### src/stam_pkg.sv
package stam_pkg;

   // ==========================================
   // Register map
   localparam logic [7:0] ADDR_SELFTEST_CONTROL = 8'h36;
   localparam logic [7:0] ADDR_SILICON_REVISION = 8'h37;
   localparam logic [7:0] ADDR_AUX_PIN_SELECT = 8'h38;

   // ==========================================
   // Reset values and field layout
   localparam logic [7:0] SELFTEST_CONTROL_RST = 8'h40;
   localparam logic [7:0] AUX_PIN_SELECT_RST = 8'h00;
   localparam logic [7:0] SELFTEST_CONTROL_WMASK = 8'h6f;
   localparam int RX_NONLINEAR_BIT = 6;
   localparam int FRAME_TRIM_BIT = 5;
   localparam logic [3:0] SELFTEST_ARM_CODE = 4'h9;
   localparam logic [3:0] SELFTEST_OFF_CODE = 4'h0;

   // ==========================================
   // Frame delimiter trim, carrier cycles
   localparam logic [3:0] DELIM_TRIM_CYCLES = 4'h8;

   // ==========================================
   // Aux source codes
   typedef enum logic [3:0] {
      SRC_TRISTATE = 4'h0, SRC_DAC = 4'h1, SRC_CORR_A = 4'h2, SRC_CORR_B = 4'h3,
      SRC_MIN_LEVEL = 4'h4, SRC_ADC_I = 4'h5, SRC_ADC_Q = 4'h6, SRC_ADC_IQ = 4'h7,
      SRC_PROD_TEST = 4'h8, SRC_SM_CLOCK = 4'h9, SRC_HIGH = 4'ha, SRC_LOW = 4'hb,
      SRC_TX_ACTIVE = 4'hc, SRC_RX_ACTIVE = 4'hd, SRC_SUBCARRIER = 4'he,
      SRC_TESTBUS_BIT = 4'hf
   } stam_src_t;

   typedef struct packed {
      logic [7:0] ctrl;
      logic [7:0] aux_sel;
      logic [7:0] rdata;
      logic [1:0] aux_dig;
      logic [1:0] aux_oe;
      logic [1:0] aux_ana_en;
      logic [7:0] aux_a_code;
      logic [7:0] aux_b_code;
      logic selftest_armed;
      logic rx_nonlinear;
      logic [3:0] sof_low_adj;
      logic [3:0] sof_high_adj;
      logic [3:0] eof_low_adj;
      logic [1:0] delim_mode;
   } stam_state_t;

   typedef struct packed {
      logic tx_active;
      logic rx_active;
      logic subcarrier;
      logic prod_test;
      logic sm_clock;
   } stam_flags_t;

endpackage

### src/stam_top.sv
// ==========================================
// How it works
// - Control register resets to 40h: non-linear receive on, everything else clear.
// - Control bit 6 drives the receiver non-linear processing enable.
// - Trim bit zero: frame delimiter width picks protocol maximum or minimum.
// - Trim and width both one: SOF/EOF low minus 8, SOF high plus 8.
// - Self-test is armed only while the enable field holds 1001.
// - Revision register is read-only; writes to it change nothing.
// - Aux select resets to zero; high nibble pin A, low nibble pin B.
// - Code 0000 tri-states the pin; 0001 routes that pin's own test DAC.
// - Codes 0010 to 0111 route the six analog sources as current output.
// - 1000 production test, 1001 module clock, 1010 high, 1011 low.
// - Code 1100 drives the transmit-active flag.
// - Code 1101 drives the receive-active flag.
// - Code 1110 drives the subcarrier-detected flag.
// - Code 1111 drives the test-bus bit picked by the bit-select field.
// - Three-bit bit-select field picks one bit of the selected test bus.
module stam_top #(
   parameter logic [7:0] REVISION_ID = 8'h5a // Arbitrary value
) (
   input wire logic MCLK,
   input wire logic RST_B,
   input wire logic [7:0] ADDR,
   input wire logic [7:0] WDATA,
   input wire logic WR,
   input wire logic RD,
   output logic [7:0] RDATA,
   input wire logic FRAME_DELIM_WIDTH_SEL,
   input wire logic [2:0] TESTBUS_BIT_PICK,
   input wire logic [7:0] TESTBUS,
   input wire stam_pkg::stam_flags_t FLAGS,
   output logic RX_NONLINEAR_EN,
   output logic SELFTEST_ARMED,
   output logic [1:0] FRAME_DELIM_MODE,
   output logic [3:0] SOF_LOW_ADJ,
   output logic [3:0] SOF_HIGH_ADJ,
   output logic [3:0] EOF_LOW_ADJ,
   output logic AUX_PIN_A_O,
   output logic AUX_PIN_A_OE,
   output logic AUX_PIN_B_O,
   output logic AUX_PIN_B_OE,
   output logic [1:0] AUX_ANALOG_EN,
   output logic [3:0] AUX_A_ANALOG_SRC,
   output logic [3:0] AUX_B_ANALOG_SRC
);

   // ==========================================
   // Parameter checks
   // Every control field must land inside the 8-bit register
   if (stam_pkg::RX_NONLINEAR_BIT > 7 || stam_pkg::FRAME_TRIM_BIT > 7) begin : g_bad_field
      $error("control field outside the register");
   end
   if (stam_pkg::SELFTEST_ARM_CODE == stam_pkg::SELFTEST_OFF_CODE) begin : g_bad_code
      $error("self-test arm code equals the off code");
   end

   // ==========================================
   // Input synchronisers
   // Flags and test bus come from other clock regions
   logic [7:0] tb_m_q, tb_s_q;
   stam_pkg::stam_flags_t fl_m_q, fl_s_q;
   logic [3:0] misc_m_q, misc_s_q;

   always_ff @(posedge MCLK or negedge RST_B) begin
      if (!RST_B) begin
         tb_m_q <= 8'h00;
         tb_s_q <= 8'h00;
         fl_m_q <= '0;
         fl_s_q <= '0;
         misc_m_q <= 4'h0;
         misc_s_q <= 4'h0;
      end else begin
         tb_m_q <= TESTBUS;
         tb_s_q <= tb_m_q;
         fl_m_q <= FLAGS;
         fl_s_q <= fl_m_q;
         misc_m_q <= {FRAME_DELIM_WIDTH_SEL, TESTBUS_BIT_PICK};
         misc_s_q <= misc_m_q;
      end
   end

   logic width_sel;
   logic [2:0] bit_pick;
   logic tb_bit;
   assign width_sel = misc_s_q[3];
   assign bit_pick = misc_s_q[2:0];
   assign tb_bit = tb_s_q[bit_pick];

   // ==========================================
   // Aux source decode, one per pin
   function automatic logic [3:0] pin_drive(input logic [3:0] code,
                                            input stam_pkg::stam_flags_t f,
                                            input logic tbit);
      // Returns {analog_en, oe, dig}, top bit unused
      logic [3:0] r;
      r = 4'h0;
      case (stam_pkg::stam_src_t'(code))
         stam_pkg::SRC_TRISTATE: r = 4'h0;
         stam_pkg::SRC_DAC: r = 4'h4;
         stam_pkg::SRC_CORR_A, stam_pkg::SRC_CORR_B, stam_pkg::SRC_MIN_LEVEL,
         stam_pkg::SRC_ADC_I, stam_pkg::SRC_ADC_Q, stam_pkg::SRC_ADC_IQ: r = 4'h4;
         stam_pkg::SRC_PROD_TEST: r = 4'h4;
         stam_pkg::SRC_SM_CLOCK: r = {2'b00, 1'b1, f.sm_clock};
         stam_pkg::SRC_HIGH: r = 4'h3;
         stam_pkg::SRC_LOW: r = 4'h2;
         stam_pkg::SRC_TX_ACTIVE: r = {2'b00, 1'b1, f.tx_active};
         stam_pkg::SRC_RX_ACTIVE: r = {2'b00, 1'b1, f.rx_active};
         stam_pkg::SRC_SUBCARRIER: r = {2'b00, 1'b1, f.subcarrier};
         stam_pkg::SRC_TESTBUS_BIT: r = {2'b00, 1'b1, tbit};
         default: r = 4'h0;
      endcase
      return r;
   endfunction

   // ==========================================
   // State update
   stam_pkg::stam_state_t s_q, s_d;
   logic [3:0] drv [2];

   // Index 1 is pin A, index 0 pin B, matching the nibble order
   for (genvar p = 0; p < 2; p++) begin : g_pin
      assign drv[p] = pin_drive(s_q.aux_sel[4*p +: 4], fl_s_q, tb_bit);
   end

   always_comb begin
      s_d = s_q;
      if (WR) begin
         case (ADDR)
            stam_pkg::ADDR_SELFTEST_CONTROL:
               s_d.ctrl = WDATA & stam_pkg::SELFTEST_CONTROL_WMASK;
            stam_pkg::ADDR_AUX_PIN_SELECT: s_d.aux_sel = WDATA;
            default: s_d.ctrl = s_q.ctrl; // Revision and unmapped ignore writes
         endcase
      end
      s_d.rdata = 8'h00;
      if (RD) begin
         case (ADDR)
            stam_pkg::ADDR_SELFTEST_CONTROL: s_d.rdata = s_q.ctrl;
            stam_pkg::ADDR_SILICON_REVISION: s_d.rdata = REVISION_ID;
            stam_pkg::ADDR_AUX_PIN_SELECT: s_d.rdata = s_q.aux_sel;
            default: s_d.rdata = 8'h00;
         endcase
      end
      // Pin stages lag the select by one cycle
      s_d.aux_dig = {drv[1][0], drv[0][0]};
      s_d.aux_oe = {drv[1][1], drv[0][1]};
      s_d.aux_ana_en = {drv[1][2], drv[0][2]};
      s_d.aux_a_code = {4'h0, s_q.aux_sel[7:4]};
      s_d.aux_b_code = {4'h0, s_q.aux_sel[3:0]};
      s_d.rx_nonlinear = s_q.ctrl[stam_pkg::RX_NONLINEAR_BIT];
      s_d.selftest_armed = (s_q.ctrl[3:0] == stam_pkg::SELFTEST_ARM_CODE);
      // Mode 0 minimum, 1 maximum, 3 trimmed maximum
      s_d.delim_mode = {s_q.ctrl[stam_pkg::FRAME_TRIM_BIT] & width_sel, width_sel};
      if (s_q.ctrl[stam_pkg::FRAME_TRIM_BIT] && width_sel) begin
         s_d.sof_low_adj = stam_pkg::DELIM_TRIM_CYCLES;
         s_d.sof_high_adj = stam_pkg::DELIM_TRIM_CYCLES;
         s_d.eof_low_adj = stam_pkg::DELIM_TRIM_CYCLES;
      end else begin
         s_d.sof_low_adj = 4'h0;
         s_d.sof_high_adj = 4'h0;
         s_d.eof_low_adj = 4'h0;
      end
   end

   always_ff @(posedge MCLK or negedge RST_B) begin
      if (!RST_B) begin
         s_q <= '0;
         s_q.ctrl <= stam_pkg::SELFTEST_CONTROL_RST;
         s_q.aux_sel <= stam_pkg::AUX_PIN_SELECT_RST;
         s_q.rx_nonlinear <= 1'b1;
      end else begin
         s_q <= s_d;
      end
   end

   // ==========================================
   // Outputs
   assign RDATA = s_q.rdata;
   assign RX_NONLINEAR_EN = s_q.rx_nonlinear;
   assign SELFTEST_ARMED = s_q.selftest_armed;
   assign FRAME_DELIM_MODE = s_q.delim_mode;
   assign SOF_LOW_ADJ = s_q.sof_low_adj; // Subtracted from 11 etu
   assign SOF_HIGH_ADJ = s_q.sof_high_adj; // Added to 2 etu
   assign EOF_LOW_ADJ = s_q.eof_low_adj; // Subtracted from 11 etu
   assign AUX_PIN_A_O = s_q.aux_dig[1];
   assign AUX_PIN_A_OE = s_q.aux_oe[1];
   assign AUX_PIN_B_O = s_q.aux_dig[0];
   assign AUX_PIN_B_OE = s_q.aux_oe[0];
   assign AUX_ANALOG_EN = s_q.aux_ana_en;
   assign AUX_A_ANALOG_SRC = s_q.aux_a_code[3:0];
   assign AUX_B_ANALOG_SRC = s_q.aux_b_code[3:0];

   // ==========================================
   // Checks: register bus
   a_ctrl_reset_val: assert property (@(posedge MCLK) $rose(RST_B) |-> s_q.ctrl == 8'h40)
      else $error("control reset value wrong");
   a_ctrl_write: assert property (@(posedge MCLK) disable iff (!RST_B)
      WR && ADDR == 8'h36 |=> s_q.ctrl == ($past(WDATA) & 8'h6f))
      else $error("control write not masked");
   a_reserved_zero: assert property (@(posedge MCLK) disable iff (!RST_B)
      RD && ADDR == 8'h36 |=> (RDATA & 8'h90) == 8'h00)
      else $error("reserved bits not zero");
   a_ctrl_readback: assert property (@(posedge MCLK) disable iff (!RST_B)
      RD && ADDR == 8'h36 |=> RDATA == $past(s_q.ctrl))
      else $error("control readback wrong");
   a_rev_readonly: assert property (@(posedge MCLK) disable iff (!RST_B)
      RD && ADDR == 8'h37 |=> RDATA == REVISION_ID)
      else $error("revision readback wrong");
   a_rev_nowrite: assert property (@(posedge MCLK) disable iff (!RST_B)
      WR && ADDR == 8'h37 |=> $stable(s_q.ctrl) && $stable(s_q.aux_sel))
      else $error("revision write changed a register");
   a_aux_write: assert property (@(posedge MCLK) disable iff (!RST_B)
      WR && ADDR == 8'h38 |=> s_q.aux_sel == $past(WDATA))
      else $error("aux select write lost");
   a_aux_readback: assert property (@(posedge MCLK) disable iff (!RST_B)
      RD && ADDR == 8'h38 |=> RDATA == $past(s_q.aux_sel))
      else $error("aux select readback wrong");

   // ==========================================
   // Checks: receiver, self-test and frame delimiters
   a_nonlin_follow: assert property (@(posedge MCLK) disable iff (!RST_B)
      WR && ADDR == 8'h36 |-> ##2 RX_NONLINEAR_EN == $past(WDATA[6], 2))
      else $error("non-linear enable not following bit 6");
   a_nonlin_on: assert property (@(posedge MCLK) disable iff (!RST_B)
      s_q.ctrl[6] |=> RX_NONLINEAR_EN)
      else $error("non-linear enable missing");
   a_selftest_arm: assert property (@(posedge MCLK) disable iff (!RST_B)
      WR && ADDR == 8'h36 |-> ##2 SELFTEST_ARMED == ($past(WDATA[3:0], 2) == 4'h9))
      else $error("self-test arm wrong");
   a_armed_high: assert property (@(posedge MCLK) disable iff (!RST_B)
      s_q.ctrl[3:0] == 4'h9 |=> SELFTEST_ARMED)
      else $error("self-test not armed");
   a_armed_low: assert property (@(posedge MCLK) disable iff (!RST_B)
      s_q.ctrl[3:0] != 4'h9 |=> !SELFTEST_ARMED)
      else $error("self-test armed by wrong code");
   a_delim_min: assert property (@(posedge MCLK) disable iff (!RST_B)
      !s_q.ctrl[5] && !width_sel |=> FRAME_DELIM_MODE == 2'b00)
      else $error("delimiter not minimum");
   a_delim_max: assert property (@(posedge MCLK) disable iff (!RST_B)
      !s_q.ctrl[5] && width_sel |=> FRAME_DELIM_MODE == 2'b01)
      else $error("delimiter not maximum");
   a_delim_trim: assert property (@(posedge MCLK) disable iff (!RST_B)
      s_q.ctrl[5] && width_sel |=> FRAME_DELIM_MODE == 2'b11)
      else $error("delimiter not trimmed");
   a_trim_adjust: assert property (@(posedge MCLK) disable iff (!RST_B)
      FRAME_DELIM_MODE == 2'b11 |-> SOF_LOW_ADJ == 4'h8 && SOF_HIGH_ADJ == 4'h8)
      else $error("trim adjust wrong");
   a_eof_adjust: assert property (@(posedge MCLK) disable iff (!RST_B)
      FRAME_DELIM_MODE == 2'b11 |-> EOF_LOW_ADJ == 4'h8)
      else $error("end delimiter adjust wrong");
   a_adjust_off: assert property (@(posedge MCLK) disable iff (!RST_B)
      FRAME_DELIM_MODE != 2'b11 |-> {SOF_LOW_ADJ, SOF_HIGH_ADJ, EOF_LOW_ADJ} == 12'h000)
      else $error("adjust applied outside trim mode");

   // ==========================================
   // Checks: aux pins
   a_aux_tristate: assert property (@(posedge MCLK) disable iff (!RST_B)
      s_q.aux_sel[7:4] == 4'h0 && $stable(s_q.aux_sel) |=> !AUX_PIN_A_OE && !AUX_ANALOG_EN[1])
      else $error("pin A not tri-stated");
   a_b_tristate: assert property (@(posedge MCLK) disable iff (!RST_B)
      s_q.aux_sel[3:0] == 4'h0 |=> !AUX_PIN_B_OE && !AUX_ANALOG_EN[0])
      else $error("pin B not tri-stated");
   a_dac_a: assert property (@(posedge MCLK) disable iff (!RST_B)
      s_q.aux_sel[7:4] == 4'h1 |=> AUX_ANALOG_EN[1] && !AUX_PIN_A_OE)
      else $error("pin A DAC not routed");
   a_dac_b: assert property (@(posedge MCLK) disable iff (!RST_B)
      s_q.aux_sel[3:0] == 4'h1 |=> AUX_ANALOG_EN[0] && !AUX_PIN_B_OE)
      else $error("pin B DAC not routed");
   a_analog_a: assert property (@(posedge MCLK) disable iff (!RST_B)
      s_q.aux_sel[7:4] inside {[4'h2:4'h8]} |=> AUX_ANALOG_EN[1] && !AUX_PIN_A_OE)
      else $error("pin A analog source not enabled");
   a_analog_b: assert property (@(posedge MCLK) disable iff (!RST_B)
      s_q.aux_sel[3:0] inside {[4'h2:4'h8]} |=> AUX_ANALOG_EN[0] && !AUX_PIN_B_OE)
      else $error("pin B analog source not enabled");
   a_src_copy: assert property (@(posedge MCLK) disable iff (!RST_B)
      1'b1 |=> {AUX_A_ANALOG_SRC, AUX_B_ANALOG_SRC} == $past(s_q.aux_sel))
      else $error("analog source code wrong");
   a_aux_high: assert property (@(posedge MCLK) disable iff (!RST_B)
      s_q.aux_sel[3:0] == 4'ha |=> AUX_PIN_B_OE && AUX_PIN_B_O)
      else $error("pin B not high");
   a_high_a: assert property (@(posedge MCLK) disable iff (!RST_B)
      s_q.aux_sel[7:4] == 4'ha |=> AUX_PIN_A_OE && AUX_PIN_A_O)
      else $error("pin A not high");
   a_low_a: assert property (@(posedge MCLK) disable iff (!RST_B)
      s_q.aux_sel[7:4] == 4'hb |=> AUX_PIN_A_OE && !AUX_PIN_A_O)
      else $error("pin A not low");
   a_low_b: assert property (@(posedge MCLK) disable iff (!RST_B)
      s_q.aux_sel[3:0] == 4'hb |=> AUX_PIN_B_OE && !AUX_PIN_B_O)
      else $error("pin B not low");
   a_sm_clock: assert property (@(posedge MCLK) disable iff (!RST_B)
      s_q.aux_sel[7:4] == 4'h9 |=> AUX_PIN_A_OE && AUX_PIN_A_O == $past(fl_s_q.sm_clock))
      else $error("module clock not routed");
   a_tx_flag: assert property (@(posedge MCLK) disable iff (!RST_B)
      s_q.aux_sel[7:4] == 4'hc |=> AUX_PIN_A_OE && AUX_PIN_A_O == $past(fl_s_q.tx_active))
      else $error("transmit flag not routed");
   a_rx_flag: assert property (@(posedge MCLK) disable iff (!RST_B)
      s_q.aux_sel[3:0] == 4'hd |=> AUX_PIN_B_OE && AUX_PIN_B_O == $past(fl_s_q.rx_active))
      else $error("receive flag not routed");
   a_sub_flag: assert property (@(posedge MCLK) disable iff (!RST_B)
      s_q.aux_sel[7:4] == 4'he |=> AUX_PIN_A_OE && AUX_PIN_A_O == $past(fl_s_q.subcarrier))
      else $error("subcarrier flag not routed");
   a_aux_testbit: assert property (@(posedge MCLK) disable iff (!RST_B)
      s_q.aux_sel[7:4] == 4'hf |=> AUX_PIN_A_O == $past(tb_bit))
      else $error("test bus bit not routed");
   a_testbit_b: assert property (@(posedge MCLK) disable iff (!RST_B)
      s_q.aux_sel[3:0] == 4'hf |=> AUX_PIN_B_OE && AUX_PIN_B_O == $past(tb_bit))
      else $error("test bus bit not routed to pin B");

endmodule

### config.mk
export PLATFORM = sky130hd
export DESIGN_NAME = stam_top
export DESIGN_NICKNAME = d
export VERILOG_FILES = /design/src/stam_pkg.sv /design/src/stam_top.sv
export SDC_FILE = /design/constraint.sdc
export NUM_CORES = 1
export LEC_CHECK = 0
export ABC_AREA = 1
export ABC_CLOCK_PERIOD_IN_PS = 1550
export BUFFER_PORTS_ARGS = -buffer_cell sky130_fd_sc_hd__buf_2
export CAP_MARGIN = 20
export CORE_AREA = 2 2 108 68
export DETAILED_ROUTE_END_ITERATION = 6
export DIE_AREA = 0 0 110 70
export PLACE_DENSITY = 0.74
export SYNTH_ARGS = -nofsm -noshare
export SYNTH_HDL_FRONTEND = slang
export SYNTH_SLANG_ARGS = --single-unit
### constraint.sdc
create_clock -name MCLK -period 1.55 [get_ports MCLK]
set_input_delay 0.31 -clock MCLK [delete_from_list [all_inputs] [get_ports MCLK]]
set_output_delay 0.31 -clock MCLK [all_outputs]
set_load 0.01 [all_outputs]
==> metrics.txt, run 1 <==
# TYPE chip_impl_metric gauge
chip_impl_info{name="status",value="finished, final reports clean"} 1
chip_impl_info{name="hp-class",value="input port to flip-flop"} 1
chip_impl_metric{name="die_area",unit="µm²"} 7700
chip_impl_metric{name="worst_r2r_path_depth",unit=""} 5
chip_impl_metric{name="io_pins",unit=""} 75
chip_impl_metric{name="buffering_stage_count_on_the_worst_path_with_inverters_included",unit=""} 1
chip_impl_metric{name="timing.critical_path.arrival",unit="ns"} 0.98
chip_impl_metric{name="cellInternalPower",unit="mW"} 2.867
chip_impl_info{name="timing.critical_path.cells",value="buf_2"} 1
chip_impl_metric{name="grt_remaining_overflow",unit=""} 0
chip_impl_info{name="rsz0062_at_grt",value="false"} 1
chip_impl_metric{name="die_y",unit="µm"} 70
chip_impl_metric{name="synthDominantCellAreaShare",unit=""} 0.5957
chip_impl_metric{name="floorplan.initialDensity",unit=""} 0.4276
chip_impl_metric{name="synth_edf_count",unit=""} 0
chip_impl_metric{name="first_iter_violations",unit=""} 77
chip_impl_metric{name="count_of_cells_resized_by_post_cts_repair",unit=""} 0
chip_impl_metric{name="worst_path_largest_cell_delay",unit="ns"} 0.52
chip_impl_metric{name="dp.final_hpwl",unit="µm"} 3719
chip_impl_info{name="hold_path.startpoint",value="FLAGS[4]"} 1
chip_impl_metric{name="number_of_global_route_vias_before_repair",unit=""} 1835
chip_impl_metric{name="maxClockFrequency",unit="MHz"} 774.8
chip_impl_info{name="cts-root-buf",value="clkbuf_8"} 1
chip_impl_metric{name="final_period_util",unit=""} 0.8327
chip_impl_metric{name="cts.reportedPaths.clkPinSlew",unit="ns"} 0.08
chip_impl_metric{name="setup_viol",unit=""} 0
chip_impl_metric{name="grt_util_met1",unit=""} 0.2138
chip_impl_metric{name="netlist_area",unit="µm²"} 2940
chip_impl_metric{name="gr_usage_total",unit=""} 0.1542
chip_impl_metric{name="layout-area-overhead-vs-synth",unit="%"} 14.72
chip_impl_metric{name="reg2reg_slack",unit="ns"} 0.34
chip_impl_metric{name="route.detailed.wl_per_inst",unit="µm"} 12.16
chip_impl_metric{name="final_layout_size_suffix_gt1_frac",unit=""} 0.3064
chip_impl_metric{name="switching_power",unit="mW"} 1.011
chip_impl_metric{name="antennaDiodeCount",unit=""} 0
chip_impl_metric{name="post-cts-setup-buffers",unit=""} 0
chip_impl_metric{name="syn-mean-instance-area",unit="µm²"} 10.17
chip_impl_metric{name="num_rows",unit=""} 24
chip_impl_metric{name="switching_share",unit=""} 0.2606
chip_impl_metric{name="final-instance-count-excl-fill",unit=""} 437
chip_impl_info{name="end_kind",value="primary output"} 1
chip_impl_metric{name="finalSetupTns",unit="ns"} 0
chip_impl_metric{name="placement.io_buffers",unit=""} 64
chip_impl_metric{name="die_width",unit="µm"} 110
chip_impl_metric{name="wirelength",unit="µm"} 5316
chip_impl_metric{name="final_nets",unit=""} 378
chip_impl_metric{name="finalCriticalPeriod",unit="ns"} 1.291
chip_impl_metric{name="timing.final.max_slew_violations",unit=""} 0
chip_impl_metric{name="maxCapViolCount",unit=""} 0
chip_impl_metric{name="clockPowerShare",unit=""} 0.386
chip_impl_metric{name="number_of_clock_sinks_seen_by_cts",unit=""} 72
chip_impl_info{name="cp_top_delay_family",value="flip-flops"} 1
chip_impl_info{name="crit_path_start_kind",value="flip-flop"} 1
chip_impl_metric{name="timing.final.ws_setup",unit="ns"} 0.2593
chip_impl_metric{name="filler_cell_count",unit=""} 637
chip_impl_metric{name="grt.met3_usage",unit=""} 0.05976
chip_impl_metric{name="async_reset_ff_frac",unit=""} 1.000
chip_impl_info{name="yosys.cell_count.top_type",value="dfrtp_1"} 1
chip_impl_metric{name="ir_drop",unit="V"} 0.0005018
chip_impl_info{name="worstReg2RegStart",value="s_d[17]"} 1
chip_impl_metric{name="dpl.cell_count",unit=""} 420
chip_impl_metric{name="cellLeakagePower",unit="nW"} 1.798
chip_impl_metric{name="hold_buffers_post_cts",unit=""} 1
chip_impl_metric{name="whs_path_depth",unit=""} 1
chip_impl_metric{name="fin_hold_ws",unit="ns"} 0.05546
chip_impl_metric{name="sequential_area_share_after_synthesis",unit=""} 0.6136
chip_impl_metric{name="grt.met2_usage",unit=""} 0.2059
chip_impl_metric{name="hold_viol_final",unit=""} 0
chip_impl_info{name="ys.flop_type",value="dfrtp_1"} 1
chip_impl_metric{name="num_vias",unit=""} 1939
chip_impl_info{name="gr-max-usage-layer",value="met1"} 1
chip_impl_metric{name="timing.critical_path.fanout_max",unit=""} 1
chip_impl_info{name="timing.rr.end",value="AUX_ANALOG_EN[0]"} 1
chip_impl_info{name="cp_slowest_cell",value="dfstp_2"} 1
chip_impl_metric{name="design.core.area",unit="µm²"} 6877
chip_impl_info{name="synthTopCellsByArea",value="dfrtp_1, buf_4, nand2_1"} 1
chip_impl_metric{name="numCtsBuffers",unit=""} 9
chip_impl_metric{name="drtAntennaViolNets",unit=""} 0
chip_impl_info{name="hold_path_endpoint",value="fl_m_q[4]"} 1
chip_impl_metric{name="h-tree-depth",unit=""} 3
chip_impl_metric{name="comb_power_share",unit=""} 0.086
chip_impl_metric{name="number_of_antenna_violations_at_the_first_check_in_global_routing",unit=""} 0
chip_impl_metric{name="drt_pass1_iterations",unit=""} 5
chip_impl_info{name="synth.top_cells.by_count",value="dfrtp_1, nand2_1, inv_1"} 1
chip_impl_metric{name="drt-vias-per-instance",unit=""} 4.437
chip_impl_info{name="cts_tree",value="done"} 1
chip_impl_info{name="path_class",value="flip-flop to primary output"} 1
chip_impl_metric{name="synth.yosys.warnings",unit=""} 0
chip_impl_metric{name="power_per_cell_area",unit="nW/µm²"} 1150
chip_impl_metric{name="pre_cts_ws",unit="ns"} 0.1827
chip_impl_metric{name="maximum_number_of_pins_on_one_net_before_global_route_repair",unit=""} 73
chip_impl_metric{name="total_power",unit="mW"} 3.878
chip_impl_metric{name="worst_ep_required_time",unit="ns"} 1.24
chip_impl_metric{name="seq_power_share",unit=""} 0.528
chip_impl_metric{name="synth-seq-cells",unit=""} 72
chip_impl_metric{name="clock_latency",unit="ns"} 0.35
chip_impl_metric{name="clock-skew-final",unit="ns"} 0.007019
chip_impl_metric{name="worst_case_clock_buffer_depth",unit=""} 2
chip_impl_info{name="netlist.top_cell.by_area",value="dfrtp_1"} 1
chip_impl_metric{name="number_of_instances_in_the_synthesized_netlist",unit=""} 289
chip_impl_metric{name="synthDistinctLibCells",unit=""} 24
chip_impl_metric{name="first_pass_grt_wire_length",unit="µm"} 8625
chip_impl_metric{name="route.detailed.drc",unit=""} 0
chip_impl_metric{name="gp_congestion",unit=""} 0.8080
## cell families after synthesis
family | share of synthesized area
buffers and inverters | 0.1430
DFF | 0.6136
AOI/OAI and AO/OA | 0.06724
other | 0.001275
and+or+nand+nor | 0.1749
## routing by layer
layer,vias to the layer above,part of all wire
li1,963,-
met1,884,0.48
met2,83,0.42
met3,9,0.081
met4,0,0.018
met5,-,0
## worst register-to-register path, cell delays in order (launching register included)
cell and delay, ns:
dfrtp_1 0.50, nor2_1 0.24, inv_1 0.10, o22ai_1 0.17
nor2_1 0.08, nand2_1 0.07
## cells in the final DEF, fill, tap and decap left out
| master | netlist | final |
|---|---|---|
| conb_1 | 1 | 9 |
| dlygate4sd3_1 | 0 | 1 |
| buf_2 | 0 | 64 |
| nor2_1 | 17 | 17 |
| nor2_4 | 3 | 3 |
| inv_6 | 0 | 3 |
| inv_2 | 2 | 2 |
| nand2_1 | 59 | 59 |
| dfrtp_1 | 70 | 70 |
| o21ai_2 | 7 | 7 |
| o22ai_1 | 6 | 6 |
| nand3_2 | 1 | 1 |
| buf_4 | 32 | 2 |
| nand3_1 | 21 | 21 |
| a21oi_2 | 1 | 1 |
| nor2_8 | 1 | 1 |
| bufinv_16 | 0 | 1 |
| nor3_1 | 2 | 2 |
| or2_2 | 1 | 1 |
| clkinv_2 | 0 | 1 |
| dfstp_2 | 2 | 2 |
| nand2_2 | 4 | 4 |
| o21ai_0 | 6 | 6 |
| clkinv_4 | 0 | 1 |
| buf_12 | 0 | 1 |
| nand2_4 | 1 | 1 |
| a21oi_1 | 12 | 12 |
| clkbuf_8 | 0 | 9 |
| clkinvlp_4 | 0 | 1 |
| inv_1 | 36 | 36 |
| nand3b_1 | 1 | 1 |
## power groups by stage
stage / Combinational (mW) / Clock [mW] / Sequential [mW]
after global routing: 0.384 / 1.64 / 2.06
after CTS: 0.340 / 1.55 / 2.05
after floorplan: 0.216 / 0 / 2.07
after global placement: 0.325 / 0 / 2.08
final: 0.334 / 1.50 / 2.05
after detailed placement: 0.335 / 0 / 2.08
## area by class of cell
class	count	area (µm²)	share of cell area
repair buffers	68	365.4	0.1083
multi-input cells	152	745.7	0.2211
well taps	91	113.9	0.03375
clock buffers	9	123.9	0.03672
flip-flops and latches	72	1804	0.5349
inverters	38	142.6	0.04228
clock inverters	7	77.57	0.02300
## registers in the layout (all words and copies together), names as in the netlist, 5 cells and up
| signal | count |
|---|---|
| s_q | 5 |
| tb_m_q | 8 |
| RDATA | 8 |
| tb_s_q | 8 |
| s_d | 9 |
## worst max path at each step
| stage | start | endpoint | slack [ns] | depth (start not counted) |
|---|---|---|---|---|
| final | RX_NONLINEAR_EN | RX_NONLINEAR_EN | 0.26 | 1 |
| after detailed placement | ADDR[3] | s_q[57] | 0.18 | 7 |
| after global placement | ADDR[3] | s_q[57] | 0.19 | 7 |
| after CTS | RX_NONLINEAR_EN | RX_NONLINEAR_EN | 0.23 | 1 |
| after global routing | RX_NONLINEAR_EN | RX_NONLINEAR_EN | 0.21 | 1 |
| after floorplan | ADDR[6] | s_d[19] | 0.48 | 7 |
## per-stage QoR
stage | area, µm² | utilization
floorplan | 2970 | -
global placement | 3162 | 0.4598
detailed placement | 3162 | 0.4598
CTS | 3373 | 0.4905
global route | 3373 | 0.4905
finish | 3373 | 0.4905
(Power assumes the default switching activity.)
==> inputs of run 2 (changes only) <==
--- a/config.mk
+++ b/config.mk
@@ -6,7 +6,7 @@
 export NUM_CORES = 1
 export LEC_CHECK = 0
 export ABC_AREA = 1
-export ABC_CLOCK_PERIOD_IN_PS = 1550
+export ABC_CLOCK_PERIOD_IN_PS = 1200
 export BUFFER_PORTS_ARGS = -buffer_cell sky130_fd_sc_hd__buf_2
 export CAP_MARGIN = 20
 export CORE_AREA = 2 2 108 68
==> constraint.sdc (replaced) <==
create_clock -name MCLK -period 1.2 [get_ports MCLK]
set_input_delay 0.24 -clock MCLK [delete_from_list [all_inputs] [get_ports MCLK]]
set_output_delay 0.24 -clock MCLK [all_outputs]
set_load 0.01 [all_outputs]
==> run 2 against run 1 <==
Clock-buffer cell count is the same. Worst setup slack lost 0.26 ns. Global-route usage grew 0.23 points. Die area is the same. Critical endpoint unchanged. Sequential share of layout area shrank 2.9 points. Clock power grew 28%. Via count grew 5.4%. Critical path depth is the same.
==> metrics.txt, run 2 (synthesis results as in run 1) <==
# TYPE chip_impl_metric gauge
chip_impl_metric{name="hold_viol_final",unit=""} 0
chip_impl_info{name="path_class",value="flip-flop to primary output"} 1
chip_impl_metric{name="cts.reportedPaths.clkPinSlew",unit="ns"} 0.08
chip_impl_info{name="top_library_cells_by_usage_in_the_layout_fill_and_taps_aside",value="dfrtp_1, buf_2, nand2_1"} 1
chip_impl_metric{name="grt_remaining_overflow",unit=""} 0
chip_impl_metric{name="drt-vias-per-instance",unit=""} 4.482
chip_impl_metric{name="die_width",unit="µm"} 110
chip_impl_metric{name="fin_hold_ws",unit="ns"} 0.1026
chip_impl_info{name="hold_path.startpoint",value="WDATA[7]"} 1
chip_impl_metric{name="num_rows",unit=""} 24
chip_impl_metric{name="post-route-util",unit=""} 0.5195
chip_impl_info{name="end_kind",value="primary output"} 1
chip_impl_metric{name="dp.final_hpwl",unit="µm"} 4038
chip_impl_metric{name="first_iter_violations",unit=""} 83
chip_impl_metric{name="die_y",unit="µm"} 70
chip_impl_metric{name="gr_usage_total",unit=""} 0.1565
chip_impl_info{name="cts-root-buf",value="clkbuf_8"} 1
chip_impl_metric{name="finalCriticalPeriod",unit="ns"} 1.197
chip_impl_metric{name="timing.final.max_slew_violations",unit=""} 0
chip_impl_metric{name="final_nets",unit=""} 397
chip_impl_metric{name="maximum_number_of_pins_on_one_net_before_global_route_repair",unit=""} 50
chip_impl_metric{name="pre_cts_ws",unit="ns"} -0.08456
chip_impl_metric{name="clock_latency",unit="ns"} 0.34
chip_impl_metric{name="largest_register_ffs",unit=""} 9
chip_impl_metric{name="final_period_util",unit=""} 0.9976
chip_impl_metric{name="worst_case_clock_buffer_depth",unit=""} 2
chip_impl_metric{name="finalSetupTns",unit="ns"} 0
chip_impl_metric{name="total_power",unit="mW"} 5.056
chip_impl_metric{name="clock-skew-final",unit="ns"} 0.008913
chip_impl_metric{name="ir_drop",unit="V"} 0.0007231
chip_impl_metric{name="maxClockFrequency",unit="MHz"} 835.3
chip_impl_metric{name="h-tree-depth",unit=""} 3
chip_impl_metric{name="drtAntennaViolNets",unit=""} 0
chip_impl_metric{name="route.detailed.drc",unit=""} 0
chip_impl_info{name="cp_top_delay_family",value="flip-flops"} 1
chip_impl_metric{name="dpl.cell_count",unit=""} 423
chip_impl_info{name="cp_slowest_cell",value="dfstp_2"} 1
chip_impl_metric{name="power_per_cell_area",unit="nW/µm²"} 1415
chip_impl_metric{name="maxCapViolCount",unit=""} 0
chip_impl_metric{name="number_of_global_route_vias_before_repair",unit=""} 1886
chip_impl_info{name="crit_path_start",value="RX_NONLINEAR_EN"} 1
chip_impl_metric{name="design_area",unit="µm²"} 3572
chip_impl_metric{name="cellLeakagePower",unit="nW"} 1.878
chip_impl_metric{name="worst_ep_required_time",unit="ns"} 0.96
chip_impl_metric{name="floorplan.initialDensity",unit=""} 0.4276
chip_impl_metric{name="route.detailed.wl_per_inst",unit="µm"} 12.23
chip_impl_metric{name="gp_congestion",unit=""} 0.8381
chip_impl_metric{name="io_pins",unit=""} 75
chip_impl_metric{name="timing.final.ws_setup",unit="ns"} 0.002886
chip_impl_metric{name="timing.critical_path.fanout_max",unit=""} 1
chip_impl_metric{name="num_vias",unit=""} 2044
chip_impl_metric{name="buffering_stage_count_on_the_worst_path_with_inverters_included",unit=""} 1
chip_impl_metric{name="layout-area-overhead-vs-synth",unit="%"} 21.49
chip_impl_metric{name="first_pass_grt_wire_length",unit="µm"} 8825
chip_impl_info{name="timing.critical_path.cells",value="buf_6"} 1
chip_impl_info{name="worstReg2RegStart",value="s_d[17]"} 1
chip_impl_info{name="layout_commonest_cell",value="dfrtp_1"} 1
chip_impl_metric{name="final_layout_size_suffix_gt1_frac",unit=""} 0.3151
chip_impl_metric{name="placement.io_buffers",unit=""} 64
chip_impl_metric{name="drt_pass1_iterations",unit=""} 5
chip_impl_metric{name="die_area",unit="µm²"} 7700
chip_impl_metric{name="antennaDiodeCount",unit=""} 0
chip_impl_info{name="crit_path_start_kind",value="flip-flop"} 1
chip_impl_info{name="rsz0062_at_grt",value="true"} 1
chip_impl_metric{name="setup_viol",unit=""} 0
chip_impl_info{name="cts_tree",value="done"} 1
chip_impl_metric{name="numCtsBuffers",unit=""} 9
chip_impl_metric{name="wirelength",unit="µm"} 5576
chip_impl_metric{name="design.core.area",unit="µm²"} 6877
chip_impl_metric{name="number_of_clock_sinks_seen_by_cts",unit=""} 72
chip_impl_metric{name="worst_path_largest_cell_delay",unit="ns"} 0.53
chip_impl_metric{name="dpl-instance-area",unit="µm²"} 3184
chip_impl_info{name="status",value="finished, final reports clean"} 1
chip_impl_info{name="hp-class",value="input port to flip-flop"} 1
chip_impl_metric{name="number_of_antenna_violations_at_the_first_check_in_global_routing",unit=""} 0
chip_impl_metric{name="timing.critical_path.arrival",unit="ns"} 0.96
chip_impl_metric{name="final-instance-count-excl-fill",unit=""} 456
run 2: power by group:
group	total, mW	switching [mW]	internal, mW	leakage (nW)
clock network	1.92	0.941	0.981	0.101
registers	2.65	0.0823	2.56	0.845
logic	0.488	0.284	0.204	0.932
total	5.06	1.31	3.75	1.88
run 2: path summary, 6_finish.rpt:
kind / depth (start not counted) / end / slack [ns]
worst min-delay path: 3 / s_d[27] / 0.10
min in group asynchronous: 3 / tb_m_q[7] / 0.41
worst min register to register: 0 / tb_s_q[1] / 0.34
worst max-delay path: 1 / RX_NONLINEAR_EN / 0.003
worst max register to register: 5 / AUX_ANALOG_EN[0] / 0.07
max in group asynchronous: 3 / s_d[14] / 0.47
run 2: repair_timing:
item	4_1_cts	5_1_grt
gates resized for setup	1	6
setup endpoints to repair	1	4
hold buffers	17	0
setup buffers	0	0
pin swaps	0	0
endpoints found under the hold margin	86	0
run 2: cell type report:
type / count / area [µm²]
multi-input cells: 152 / 753.2
repair buffers: 87 / 554.3
fillers: 628 / 3304
inverters: 38 / 142.6
clock buffers: 9 / 123.9
flip-flops and latches: 72 / 1807
clock inverters: 7 / 77.57
well taps: 91 / 113.9
run 2: tightest hold or removal path, delay by kind of cell:
family | cells | cell delay (ns)
AO/OA/AOI/OAI | 1 | 0.05
AND/OR/NAND/NOR | 1 | 0.05
buffers and inverters | 1 | 0.08
run 2: metal layers:
metal  up-vias  routed length [µm]  GRT usage
met4         0                  59    0.05063
met3         7                 505    0.06443
met2        83                2473     0.2284
li1        998                   -          -
met5         -                   0          0
met1       956                2538     0.2120
